File: config.mk
export PLATFORM = sky130hd
export DESIGN_NAME = analog_hysteresis_trigger
export DESIGN_NICKNAME = d
export VERILOG_FILES = /design/src/rtl/trigger_pkg.sv /design/src/rtl/analog_hysteresis_trigger.sv /design/src/rtl/hysteresis_decide.sv /design/src/rtl/value_scaler.sv
export VERILOG_INCLUDE_DIRS = /design/src /design/src/rtl
export SDC_FILE = /design/constraint.sdc
export NUM_CORES = 2
export LEC_CHECK = 0
export BUFFER_PORTS_ARGS = -buffer_cell sky130_fd_sc_hd__clkbuf_2
export CAP_MARGIN = 10
export CELL_PAD_IN_SITES_DETAIL_PLACEMENT = 1
export CELL_PAD_IN_SITES_GLOBAL_PLACEMENT = 2
export CORE_MARGIN = 2
export CORE_UTILIZATION = 38
export CTS_CLUSTER_DIAMETER = 30
export DETAILED_ROUTE_END_ITERATION = 12
export MAX_ROUTING_LAYER = met4
export PLACE_DENSITY_LB_ADDON = 0.1
export SYNTH_ARGS = -nofsm -noshare
export SYNTH_HDL_FRONTEND = slang
export SYNTH_SLANG_ARGS = --single-unit
File: constraint.sdc
create_clock -name CLOCK_IN -period 41.4 [get_ports CLOCK_IN]
set_clock_uncertainty 0.15 [all_clocks]
set_input_delay 8.28 -clock CLOCK_IN [delete_from_list [all_inputs] [get_ports CLOCK_IN]]
set_output_delay 8.28 -clock CLOCK_IN [all_outputs]
set_load 0.02 [all_outputs]
File: src/rtl/trigger_cfg.svh
// Register offsets, field positions, reset values and limits of the trigger
`ifndef TRIGGER_CFG_SVH
`define TRIGGER_CFG_SVH

// ==========================================================
// Register byte offsets
`define ADDR_CTRL       8'h00
`define ADDR_GAIN       8'h04
`define ADDR_OFFSET     8'h08
`define ADDR_ON         8'h0C
`define ADDR_OFF        8'h10
`define ADDR_DELTA      8'h14
`define ADDR_STATUS     8'h18
`define ADDR_ACTUAL_X   8'h1C
`define ADDR_ACTUAL_Y   8'h20
`define ADDR_COMPARED   8'h24
`define ADDR_EVAL_COUNT 8'h28

// ==========================================================
// Control field positions
`define CTRL_MODE_LSB   0
`define CTRL_MODE_MSB   1
`define CTRL_ENABLE_BIT 2
`define CTRL_DEC_LSB    4
`define CTRL_DEC_MSB    5

// ==========================================================
// Status field positions
`define STAT_SWITCH_BIT 0
`define STAT_BUSY_BIT   1

// ==========================================================
// Reset values
`define RESET_CTRL      32'h00000000
`define RESET_GAIN      32'h00000064
`define RESET_OFFSET    32'h00000000
`define RESET_ON        32'h00000000
`define RESET_OFF       32'h00000000
`define RESET_DELTA     32'h00000000

// ==========================================================
// Parameter limits; gain counts in hundredths
`define GAIN_SCALE      32'h00000064
`define GAIN_MAX        32'h000003E8
`define GAIN_MIN        32'hFFFFFC18
`define OFFSET_MAX      32'h00002710
`define OFFSET_MIN      32'hFFFFD8F0
`define LEVEL_MAX       32'h00004E20
`define LEVEL_MIN       32'hFFFFB1E0

`endif

File: src/rtl/trigger_pkg.sv
// Types shared by the analog hysteresis trigger modules
package trigger_pkg;

  // ==========================================================
  // Modes and evaluation states
  typedef enum logic [1:0] {
    MODE_THRESHOLD    = 2'h0,
    MODE_DIFFERENTIAL = 2'h1,
    MODE_COMPARATOR   = 2'h2,
    MODE_SPARE        = 2'h3
  } mode_t;

  typedef enum logic [2:0] {
    ST_IDLE   = 3'b001,
    ST_SCALE  = 3'b010,
    ST_DECIDE = 3'b100
  } eval_state_t;

  // ==========================================================
  // Grouped settings
  typedef struct packed {
    mode_t      mode;
    logic       enable;
    logic [1:0] decimals;
  } ctrl_t;

  typedef struct packed {
    logic signed [31:0] gain;
    logic signed [31:0] offset;
    logic signed [31:0] on_level;
    logic signed [31:0] off_level;
    logic signed [31:0] delta;
  } settings_t;

  typedef struct packed {
    logic signed [15:0] first;
    logic signed [15:0] second;
  } sample_t;

endpackage

File: src/rtl/analog_hysteresis_trigger.sv
// Analog hysteresis trigger with Wishbone register access
`include "trigger_cfg.svh"

// Summary of operation
// - Scaled value is analog input times gain, plus zero offset.
// - Gain ranges -10.00 to 10.00, stored in hundredths.
// - Zero offset ranges -10000 to 10000.
// - On and off thresholds each range -20000 to 20000.
// - On at least off: set above on, clear at or below off.
// - On below off: high only when on <= value < off.
// - Decimal places, 0 to 3, are display only; compare ignores them.
// - Differential mode derives off as on plus signed delta.
// - Delta ranges -20000 to 20000.
// - Negative delta uses the hysteresis rule.
// - Positive delta uses the window rule.
// - Comparator mode switches on difference of two inputs.
// - Both inputs scaled with same gain and offset, then subtracted.
module analog_hysteresis_trigger
  import trigger_pkg::*;
(
  input  wire logic        CLOCK_IN,         // 40 MHz clock
  input  wire logic        RESETN_IN,        // Async reset, active low
  input  wire logic        WB_CYC_IN,        // Wishbone cycle
  input  wire logic        WB_STB_IN,        // Wishbone strobe
  input  wire logic        WB_WE_IN,         // Wishbone write enable
  input  wire logic [7:0]  WB_ADR_IN,        // Wishbone byte address
  input  wire logic [3:0]  WB_SEL_IN,        // Wishbone byte selects
  input  wire logic [31:0] WB_DAT_IN,        // Wishbone write data
  output logic [31:0]      WB_DAT_OUT,       // Wishbone read data
  output logic             WB_ACK_OUT,       // Wishbone acknowledge
  input  wire logic [15:0] FIRST_ANALOG_IN,  // First analog value
  input  wire logic [15:0] SECOND_ANALOG_IN, // Second analog value
  input  wire logic        CYCLE_EN_IN,      // Program cycle pulse
  output logic             SWITCH_OUT,       // Binary switching output
  output logic             BUSY_OUT          // Evaluation in progress
);

  // ==========================================================
  // Helper functions
  function automatic logic [31:0] merge_bytes(
    input logic [31:0] old_value,
    input logic [31:0] new_value,
    input logic [3:0]  sel
  );
    logic [31:0] result;
    result = old_value;
    for (int i = 0; i < 4; i++) begin
      if (sel[i]) begin
        result[i*8 +: 8] = new_value[i*8 +: 8];
      end
    end
    return result;
  endfunction

  function automatic logic signed [31:0] clamp(
    input logic signed [31:0] value,
    input logic signed [31:0] low,
    input logic signed [31:0] high
  );
    logic signed [31:0] result;
    result = value;
    if (value < low) begin
      result = low;
    end else if (value > high) begin
      result = high;
    end
    return result;
  endfunction

  // ==========================================================
  // Declarations
  ctrl_t              ctrl;
  settings_t          settings;
  sample_t            sample;
  eval_state_t        state;
  eval_state_t        next_state;
  logic               bus_req;
  logic               bus_write;
  logic [31:0]        written;
  logic signed [31:0] actual_x;
  logic signed [31:0] actual_y;
  logic signed [31:0] scaled_x;
  logic signed [31:0] scaled_y;
  logic signed [31:0] compared;
  logic signed [31:0] next_compared;
  logic signed [31:0] off_effective;
  logic               next_switch;
  logic [31:0]        eval_count;
  logic [31:0]        next_dat;
  logic               bus_read;
  logic               take_sample;
  logic               scaling;
  logic               deciding;
  logic signed [15:0] raw [2];
  logic signed [31:0] scaled [2];

  assign bus_req   = WB_CYC_IN && WB_STB_IN && !WB_ACK_OUT;
  assign bus_write = bus_req && WB_WE_IN;
  assign bus_read  = bus_req && !WB_WE_IN;
  // Busy decodes only the state register, so it never glitches on inputs
  assign BUSY_OUT  = (state != ST_IDLE);

  // ==========================================================
  // Bus acknowledge: one wait cycle, dropped after one cycle
  // The request term excludes ACK, so a strobe still held is not taken twice
  always_ff @(posedge CLOCK_IN or negedge RESETN_IN) begin
    if (!RESETN_IN) begin
      WB_ACK_OUT <= 1'b0;
    end else begin
      WB_ACK_OUT <= bus_req;
    end
  end

  // ==========================================================
  // Control register; decimals are stored for display only
  always_ff @(posedge CLOCK_IN or negedge RESETN_IN) begin
    if (!RESETN_IN) begin
      ctrl <= ctrl_t'(5'(`RESET_CTRL));
    end else if (bus_write && WB_ADR_IN == `ADDR_CTRL) begin
      if (WB_SEL_IN[0]) begin
        ctrl.mode     <= mode_t'(WB_DAT_IN[`CTRL_MODE_MSB:`CTRL_MODE_LSB]);
        ctrl.enable   <= WB_DAT_IN[`CTRL_ENABLE_BIT];
        ctrl.decimals <= WB_DAT_IN[`CTRL_DEC_MSB:`CTRL_DEC_LSB];
      end
    end
  end

  // ==========================================================
  // Parameter registers; out-of-range writes saturate at the limits
  // Bytes merge before the clamp, so a partial write saturates as a word
  always_comb begin
    case (WB_ADR_IN)
      `ADDR_GAIN:   written = merge_bytes(settings.gain, WB_DAT_IN,
                                          WB_SEL_IN);
      `ADDR_OFFSET: written = merge_bytes(settings.offset, WB_DAT_IN,
                                          WB_SEL_IN);
      `ADDR_ON:     written = merge_bytes(settings.on_level, WB_DAT_IN,
                                          WB_SEL_IN);
      `ADDR_OFF:    written = merge_bytes(settings.off_level, WB_DAT_IN,
                                          WB_SEL_IN);
      `ADDR_DELTA:  written = merge_bytes(settings.delta, WB_DAT_IN,
                                          WB_SEL_IN);
      default:      written = 32'h00000000;
    endcase
  end

  always_ff @(posedge CLOCK_IN or negedge RESETN_IN) begin
    if (!RESETN_IN) begin
      settings.gain      <= `RESET_GAIN;
      settings.offset    <= `RESET_OFFSET;
      settings.on_level  <= `RESET_ON;
      settings.off_level <= `RESET_OFF;
      settings.delta     <= `RESET_DELTA;
    end else if (bus_write) begin
      case (WB_ADR_IN)
        `ADDR_GAIN: begin
          settings.gain <= clamp(written, `GAIN_MIN, `GAIN_MAX);
        end
        `ADDR_OFFSET: begin
          settings.offset <= clamp(written, `OFFSET_MIN,
                                   `OFFSET_MAX);
        end
        `ADDR_ON: begin
          settings.on_level <= clamp(written, `LEVEL_MIN,
                                     `LEVEL_MAX);
        end
        `ADDR_OFF: begin
          settings.off_level <= clamp(written, `LEVEL_MIN,
                                      `LEVEL_MAX);
        end
        `ADDR_DELTA: begin
          settings.delta <= clamp(written, `LEVEL_MIN,
                                  `LEVEL_MAX);
        end
        default: begin
        end
      endcase
    end
  end

  // ==========================================================
  // Evaluation sequencer: sample, scale, decide
  always_comb begin
    case (state)
      ST_IDLE: begin
        if (CYCLE_EN_IN && ctrl.enable) begin
          next_state = ST_SCALE;
        end else begin
          next_state = ST_IDLE;
        end
      end
      ST_SCALE:  next_state = ST_DECIDE;
      ST_DECIDE: next_state = ST_IDLE;
      default:   next_state = ST_IDLE;
    endcase
  end

  always_ff @(posedge CLOCK_IN or negedge RESETN_IN) begin
    if (!RESETN_IN) begin
      state <= ST_IDLE;
    end else begin
      state <= next_state;
    end
  end

  // ==========================================================
  // Sequencer decodes shared by capture, scale and decide registers
  assign take_sample = (state == ST_IDLE) && (next_state == ST_SCALE);
  assign scaling     = (state == ST_SCALE);
  assign deciding    = (state == ST_DECIDE);

  // Inputs are caught once so both channels belong to the same cycle
  always_ff @(posedge CLOCK_IN or negedge RESETN_IN) begin
    if (!RESETN_IN) begin
      sample <= '0;
    end else if (take_sample) begin
      sample.first  <= FIRST_ANALOG_IN;
      sample.second <= SECOND_ANALOG_IN;
    end
  end

  // ==========================================================
  // Scaling of both inputs with the same gain and offset
  assign raw[0]   = sample.first;
  assign raw[1]   = sample.second;
  assign scaled_x = scaled[0];
  assign scaled_y = scaled[1];

  // One scaler per channel keeps both paths identical in rounding
  for (genvar ch = 0; ch < 2; ch++) begin : g_scale
    value_scaler #(
      .IN_WIDTH (16)
    ) scale_channel (
      .value_in   (raw[ch]),
      .gain_in    (settings.gain),
      .offset_in  (settings.offset),
      .scaled_out (scaled[ch])
    );
  end

  always_ff @(posedge CLOCK_IN or negedge RESETN_IN) begin
    if (!RESETN_IN) begin
      actual_x <= '0;
      actual_y <= '0;
    end else if (scaling) begin
      actual_x <= scaled_x;
      actual_y <= scaled_y;
    end
  end

  // ==========================================================
  // Mode selection of compared value and off threshold
  // On plus delta stays within 17 bits, so the sum cannot wrap
  always_comb begin
    next_compared = actual_x;
    off_effective = settings.off_level;
    case (ctrl.mode)
      MODE_DIFFERENTIAL: begin
        off_effective = settings.on_level + settings.delta;
      end
      MODE_COMPARATOR: begin
        next_compared = actual_x - actual_y;
      end
      default: begin
      end
    endcase
  end

  // Sign of delta picks hysteresis or window through on versus off
  hysteresis_decide decide (
    .value_in (next_compared),
    .on_in    (settings.on_level),
    .off_in   (off_effective),
    .prev_in  (SWITCH_OUT),
    .next_out (next_switch)
  );

  // Raw integers are compared; no decimal shift is applied here
  always_ff @(posedge CLOCK_IN or negedge RESETN_IN) begin
    if (!RESETN_IN) begin
      SWITCH_OUT <= 1'b0;
    end else if (deciding) begin
      SWITCH_OUT <= next_switch;
    end
  end

  // Last compared value is kept for software to read back
  always_ff @(posedge CLOCK_IN or negedge RESETN_IN) begin
    if (!RESETN_IN) begin
      compared <= '0;
    end else if (deciding) begin
      compared <= next_compared;
    end
  end

  // Wraps after 2^32 evaluations; software takes differences
  always_ff @(posedge CLOCK_IN or negedge RESETN_IN) begin
    if (!RESETN_IN) begin
      eval_count <= 32'h00000000;
    end else if (deciding) begin
      eval_count <= eval_count + 32'h00000001;
    end
  end

  // ==========================================================
  // Read data; unmapped addresses read zero and ignore writes
  always_comb begin
    case (WB_ADR_IN)
      `ADDR_CTRL: begin
        next_dat = 32'h00000000;
        next_dat[`CTRL_MODE_MSB:`CTRL_MODE_LSB] = ctrl.mode;
        next_dat[`CTRL_ENABLE_BIT]              = ctrl.enable;
        next_dat[`CTRL_DEC_MSB:`CTRL_DEC_LSB]   = ctrl.decimals;
      end
      `ADDR_GAIN:       next_dat = settings.gain;
      `ADDR_OFFSET:     next_dat = settings.offset;
      `ADDR_ON:         next_dat = settings.on_level;
      `ADDR_OFF:        next_dat = settings.off_level;
      `ADDR_DELTA:      next_dat = settings.delta;
      `ADDR_STATUS: begin
        next_dat = 32'h00000000;
        next_dat[`STAT_SWITCH_BIT] = SWITCH_OUT;
        next_dat[`STAT_BUSY_BIT]   = BUSY_OUT;
      end
      `ADDR_ACTUAL_X:   next_dat = actual_x;
      `ADDR_ACTUAL_Y:   next_dat = actual_y;
      `ADDR_COMPARED:   next_dat = compared;
      `ADDR_EVAL_COUNT: next_dat = eval_count;
      default:          next_dat = 32'h00000000;
    endcase
  end

  always_ff @(posedge CLOCK_IN or negedge RESETN_IN) begin
    if (!RESETN_IN) begin
      WB_DAT_OUT <= 32'h00000000;
    // Loaded only on a taken read, so the word stands through the ack
    end else if (bus_read) begin
      WB_DAT_OUT <= next_dat;
    end
  end

endmodule

File: src/rtl/hysteresis_decide.sv
// Chooses the next switch level from value, thresholds and previous level
module hysteresis_decide (
  input  wire logic signed [31:0] value_in,  // Value being compared
  input  wire logic signed [31:0] on_in,     // On threshold
  input  wire logic signed [31:0] off_in,    // Off threshold
  input  wire logic               prev_in,   // Present switch level
  output logic                    next_out   // Next switch level
);

  always_comb begin
    if (on_in >= off_in) begin
      if (value_in > on_in) begin
        next_out = 1'b1;
      end else if (value_in <= off_in) begin
        next_out = 1'b0;
      end else begin
        next_out = prev_in;
      end
    end else begin
      next_out = (value_in >= on_in) && (value_in < off_in);
    end
  end

endmodule

File: src/rtl/value_scaler.sv
// Scales one analog value by gain in hundredths and adds the offset
module value_scaler #(
  parameter int IN_WIDTH = 16
) (
  input  wire logic signed [IN_WIDTH-1:0] value_in,  // Raw analog value
  input  wire logic signed [31:0]         gain_in,   // Gain, hundredths
  input  wire logic signed [31:0]         offset_in, // Zero offset
  output logic signed [31:0]              scaled_out // Scaled value
);
  `include "trigger_cfg.svh"

  logic signed [47:0] product;
  logic signed [47:0] quotient;

  // Division truncates toward zero, so the result is symmetric about zero
  always_comb begin
    product    = 48'(value_in) * 48'(gain_in);
    quotient   = product / 48'(signed'(`GAIN_SCALE));
    scaled_out = 32'(quotient) + offset_in;
  end

endmodule

* Word-level counts from Yosys, hierarchy flattened
Index checks and enable logic that the tools add are counted.
** Operators by class
- Add/sub/neg operators :: 5
- $mul :: 2
- Divide/modulo/power cells :: 2
- Order comparisons :: 11
- Equal/unequal tests :: 18
- Mux-type cells :: 35
- Reductions and logical operators :: 18
** Operator list (number)
- $pmux 32 s11 :: 1
- $mux 32 :: 8
- $mux 8 :: 20
- $pmux 32 s5 :: 1
- $add 32x32->32 :: 3
- $div 48x8->48 const B :: 2
- $mul 16x32->48 :: 2
- $ge 32x32->1 :: 2
- $add 32x1->32 const B :: 1
- $eq 8x5->1 const B :: 4
- $gt 32x11->1 const B :: 1
- $gt 32x15->1 const B :: 1
- $gt 32x16->1 const B :: 1
- $gt 32x32->1 :: 1
- $le 32x32->1 :: 1
- $lt 32x11->1 const B :: 1
- $lt 32x15->1 const B :: 1
- $lt 32x16->1 const B :: 1
- $lt 32x32->1 :: 1
- $sub 32x32->32 :: 1
- $eq 8x6->1 const B :: 3
- $eq 8x4->1 const B :: 2
- $reduce_and 2->1 :: 7
- $eq 8x3->1 const B :: 1
- 13 further kinds :: 24
** Storage, ports and cells
- Register bits :: 362
- Bits of input ports :: 82
- Output and inout port bits :: 35
- Logic and storage cells :: 109

* Longest topological paths before layout
- Depth after elaboration :: 6
- Depth in mapped cells :: 183
- Gate-level depth less buffers :: 161

* By module
A second synthesis with hierarchy kept.
** Second synthesis, totals
- Cell total of the unflattened synthesis :: 10998
- Area total of the unflattened synthesis :: 90431.7 µm²
** By module, submodules not included
- value_scaler at g_scale[1].scale_channel :: times used 1, cells each 4204, area each 33776.1 µm², sequential area each 0.0 µm²
- value_scaler at g_scale[0].scale_channel :: times used 1, cells each 4230, area each 33069.2 µm², sequential area each 0.0 µm²
- analog_hysteresis_trigger :: times used 1, cells each 2247, area each 21214.1 µm², sequential area each 9063.7 µm²
- hysteresis_decide :: times used 1, cells each 317, area each 2372.3 µm², sequential area each 0.0 µm²

* Worst setup path after synthesis
Ideal clock, no wire load.
- Kind :: register to register
- Start point :: register settings[159] (netlist name)
- End point :: register actual_y[31]
- Library setup time :: 0.130 ns
- Data arrival time :: 38.093 ns
- Data required time :: 41.120 ns
- Slack :: 3.027 ns
- Stages on the path, launching flop included :: 165
- Path buffers :: 7
- Period minus slack after synthesis :: 38.373 ns
- Cells stage by stage :: dfrtp_1 > clkbuf_1 > nand2_1 > inv_1 > fa_1 > fa_1 > inv_1 > fa_1 > inv_1 > fa_1 > inv_1 > fa_1 > fa_1 > inv_1 > ha_1 > a21o_2 > a221o_1 > or4_1 > [... 129 more ...] > a21oi_1 > o21bai_1 > a21oi_1 > o21bai_1 > a21oi_1 > o21bai_1 > a21oi_1 > nor2b_1 > o21ai_0 > nand2b_1 > a21o_1 > a21o_1 > a21o_1 > a21oi_1 > xnor2_1 > xnor2_1 > xnor2_1 > o21ai_1
** Between the ends
- Word-level cells in the longest chain between the ends :: 3
** Ends and longest elaborated chain
- start: declaration :: line analog_hysteresis_trigger.sv:73 : settings_t settings;
- $mul 16x32->48 :: line value_scaler.sv:17 : product = 48'(value_in) * 48'(gain_in);
- $div 48x8->48 :: line value_scaler.sv:18 : quotient = product / 48'(signed'(`GAIN_SCALE));
- $add 32x32->32 :: line value_scaler.sv:19 : scaled_out = 32'(quotient) + offset_in;
- end signal: assignment :: line analog_hysteresis_trigger.sv:247 : actual_y <= scaled_y;
- end: declaration :: line analog_hysteresis_trigger.sv:81 : logic signed [31:0] actual_y;
No other way between the ends.
A chain may end at the register's enable or synchronous reset.

* Final worst setup path
- Start point :: register sample, in the netlist raw[6]
- End point :: register actual_y[31]
** Between the ends
- Word-level cells in the longest chain between the ends :: 3
** Ends and longest elaborated chain
- start: declaration :: line analog_hysteresis_trigger.sv:74 : sample_t sample;
- $mul 16x32->48 :: line value_scaler.sv:17
- $div 48x8->48 :: line value_scaler.sv:18
- $add 32x32->32 :: line value_scaler.sv:19
No other way between the ends.

==> results.yml <==
yosys:
  synth_enable_flop_cells: 0
  synth_top_area_share_pct: 22.4
  synth_nets: 12013
  synth.area.top_cells: "fa_1 22%, dfrtp_1 10%, ha_1 6.5%"
  ys_ff_latch: 362
  yosysWarnings: 0
  syn_inst: 10502
  yosys.area.top_type: "fa_1"
  syn_area_per_cell_um2: 8.32
  async_flop_share_pct: 100
  seq_area_frac_synth_pct: 10.4
  ys_types: 220
  ys.flop_type: "dfrtp_1"
  netlist_area_mm2: 0.0874
  yosysMostFrequentCell: "inv_1"
  synth_common_cells: "1358 x inv_1, 1341 x nand2_1, 976 x fa_1"
timing:
  max_slew_margin_pct: 7.14
  slew_viol_final: 0
  max_freq_mhz: 25.1
  fin_ws_ns: 1.64
  final-hold-violation-count: 0
  fin_crit_sh_pct: 96.0
  setup_viol: 0
  min_period_ns: 39.76
  worst_pin_slew_ns: 1.38
drt:
  drtIter0Drc: 4964
  firstDrtPassIters: 9
  wirelength_um: 335000
  vias_per_cell: 5.69
  vias: 80260
  wl_per_cell_um: 23.7
  drc: 0
  drtAntennaViolNets: 0
global_route:
  grt_max_degree: 158
  grt_pass1_wl_um: 511000
  grt_pass1_vias: 84489
  antenna_found_initial: 17
  grt.met3_usage_pct: 2.09
  grt.busiest_layer: "met2"
  grtUsageMet1_pct: 38.2
  grt_usage_pct: 28.4
  overflow: 0
  grtUsageMet2_pct: 46.1
min_path:
  hold_path_depth: 2
  hold_class: "flop to flop"
  min_from: "compared[25]"
  whs_endpoint: "compared[25]"
final_layout:
  drive_gt1_share_pct: 21.6
  final_cell_area_mm2: 0.102
  final_cells: 14115
  syn2layout_area_growth_pct: 16.8
  layout.nets: 12520
  fin_util_pct: 44.5
critical_path:
  cp_common_cell: "buf_4"
  cp_max_fo: 11
  end_kind: "flop"
  worstSetupPathType: "flop to flop"
  r2r_end: "actual_y[31]"
  crit_path_top_delay_cell: "or4b_4"
  r2r_slack_ns: 1.64
  crit_arrival_ns: 40.10
  worstPathRequired_ns: 41.73
  critPathMaxStageDelay_ns: 0.61
  r2r_cells: 172
  cp-start-kind: "flop"
  worstReg2RegStart: "raw[6]"
cts:
  cts_tree: "done"
  cts_buffers: 81
  htreeDepth: 3
  clk_latency_ns: 0.68
  clk_path_buf_depth: 3
  cts_root_buf: "clkbuf_16"
  clock-sinks: 362
  clk_pin_slew_worst_paths_ns: 0.05
job:
  cap_violations: 0
floorplanning:
  die_area_mm2: 0.234
  die_w_um: 484
  die_h_um: 484
  row_count: 176
  core_area_mm2: 0.229
  ios: 117
  start_util_pct: 38.1
placement:
  dp_slack_ns: -1.04
  dpl_cell_area_mm2: 0.0934
  portBuffers: 116
  dp_cells: 13713
  hpwl_um: 266000
  gp_congestion: 0.931
run_status:
  status: "completed"
[what timing repair did]
item	in CTS	in global routing
pin swaps	12	165
gates resized for setup	117	639
setup buffers	13	222
gates cloned	0	3
hold buffers	0	0
endpoints found under the setup margin	10	36
[area by class of cell]
type / count / area (µm²)
clock inverter: 57 / 714
antenna: 12 / 30.0
fill: 26833 / 127000
tap: 3026 / 3790
inverter: 1363 / 5120
clock buffer: 94 / 2180
sequential: 362 / 9240
multi-input combinational: 8277 / 73900
timing repair buffer: 924 / 7040
[flip-flops by register name (all words and copies together), names as in the netlist]
register and flops:
ctrl 5, raw 32, compared 32, eval_count 32
WB_DAT_OUT 32, actual_y 32, state 3, settings 160
WB_ACK_OUT 1, SWITCH_OUT 1, actual_x 32
[how the worst max path moves through the flow]
stage / start / endpoint / slack, ns / cells after the start
2_1_floorplan: settings[159] / actual_y[31] / 3.03 / 164
3_3_place_gp: settings[135] / actual_y[31] / -0.75 / 168
3_5_place_dp: settings[135] / actual_y[31] / -1.04 / 167
4_1_cts: settings[133] / actual_y[31] / -0.02 / 169
5_1_grt: settings[133] / actual_x[31] / -0.41 / 172
6_report: raw[6] / actual_y[31] / 1.64 / 172
[layer usage]
| layer | wire length (µm) | vias up |
|---|---|---|
| met5 | 0 | - |
| met4 | 11000 | 0 |
| met3 | 13100 | 438 |
| met2 | 158000 | 1603 |
| met1 | 153000 | 41251 |
| li1 | - | 36968 |
[through the flow]
| step | setup TNS, ns | hold WS [ns] |
|---|---|---|
| 3_3_place_gp | -1.03 | 0.302 |
| 3_5_place_dp | -3.73 | 0.308 |
| 6_report | 0 | 0.319 |
| 5_1_grt | -1.33 | 0.344 |
| 2_1_floorplan | 0 | 0.291 |
| 4_1_cts | -0.0248 | 0.319 |
[cells in the final DEF, fill, tap and decap left out, types with 65 or more instances in the layout]
cell	Yosys	final
xor2_1	152	136
a31oi_1	88	75
xnor2_1	365	337
mux2_2	106	105
fa_1	976	970
clkbuf_16	0	82
a21o_1	209	208
o21bai_1	104	101
nand2b_1	98	96
inv_1	1358	1356
buf_4	29	750
a22oi_1	70	65
nor3_1	158	130
nor2_1	560	540
o211ai_1	97	97
ha_1	453	424
dfrtp_1	358	305
a21oi_2	40	93
o21ai_1	94	90
nand4_1	91	91
clkbuf_2	0	115
o21ai_0	357	339
and2_1	436	431
nand3_1	187	178
nand2_1	1341	1329
a21oi_1	502	429
[worst max-delay path: cells and delay by family, from the launching register on]
kind / cells / cell delay, ns
fa+ha+maj: 12 / 5.20
mux: 4 / 0.89
simple gates: 35 / 8.58
xor+xnor: 10 / 2.16
compound gates: 91 / 18.83
buf+inv: 20 / 3.11
flops: 1 / 0.57
[kinds of logic (layout without fill, tap and decap cells)]
kind of cell | Yosys count | count (layout) | share of synthesized area (%)
flip-flops | 362 | 362 | 10.4
XOR/XNOR | 565 | 565 | 6.16
AND/OR/NAND/NOR | 3461 | 3461 | 20.1
other | 0 | 12 | 0
buffers and inverters | 1864 | 2438 | 9.16
multiplexers | 193 | 193 | 2.49
adder cells (fa/ha/maj) | 1458 | 1458 | 29.2
AO/OA/AOI/OAI | 2599 | 2600 | 22.5
Power is left out: the tool's default activity adds up to more than one toggle a clock period on the data nets, which glitch-free logic cannot reach.
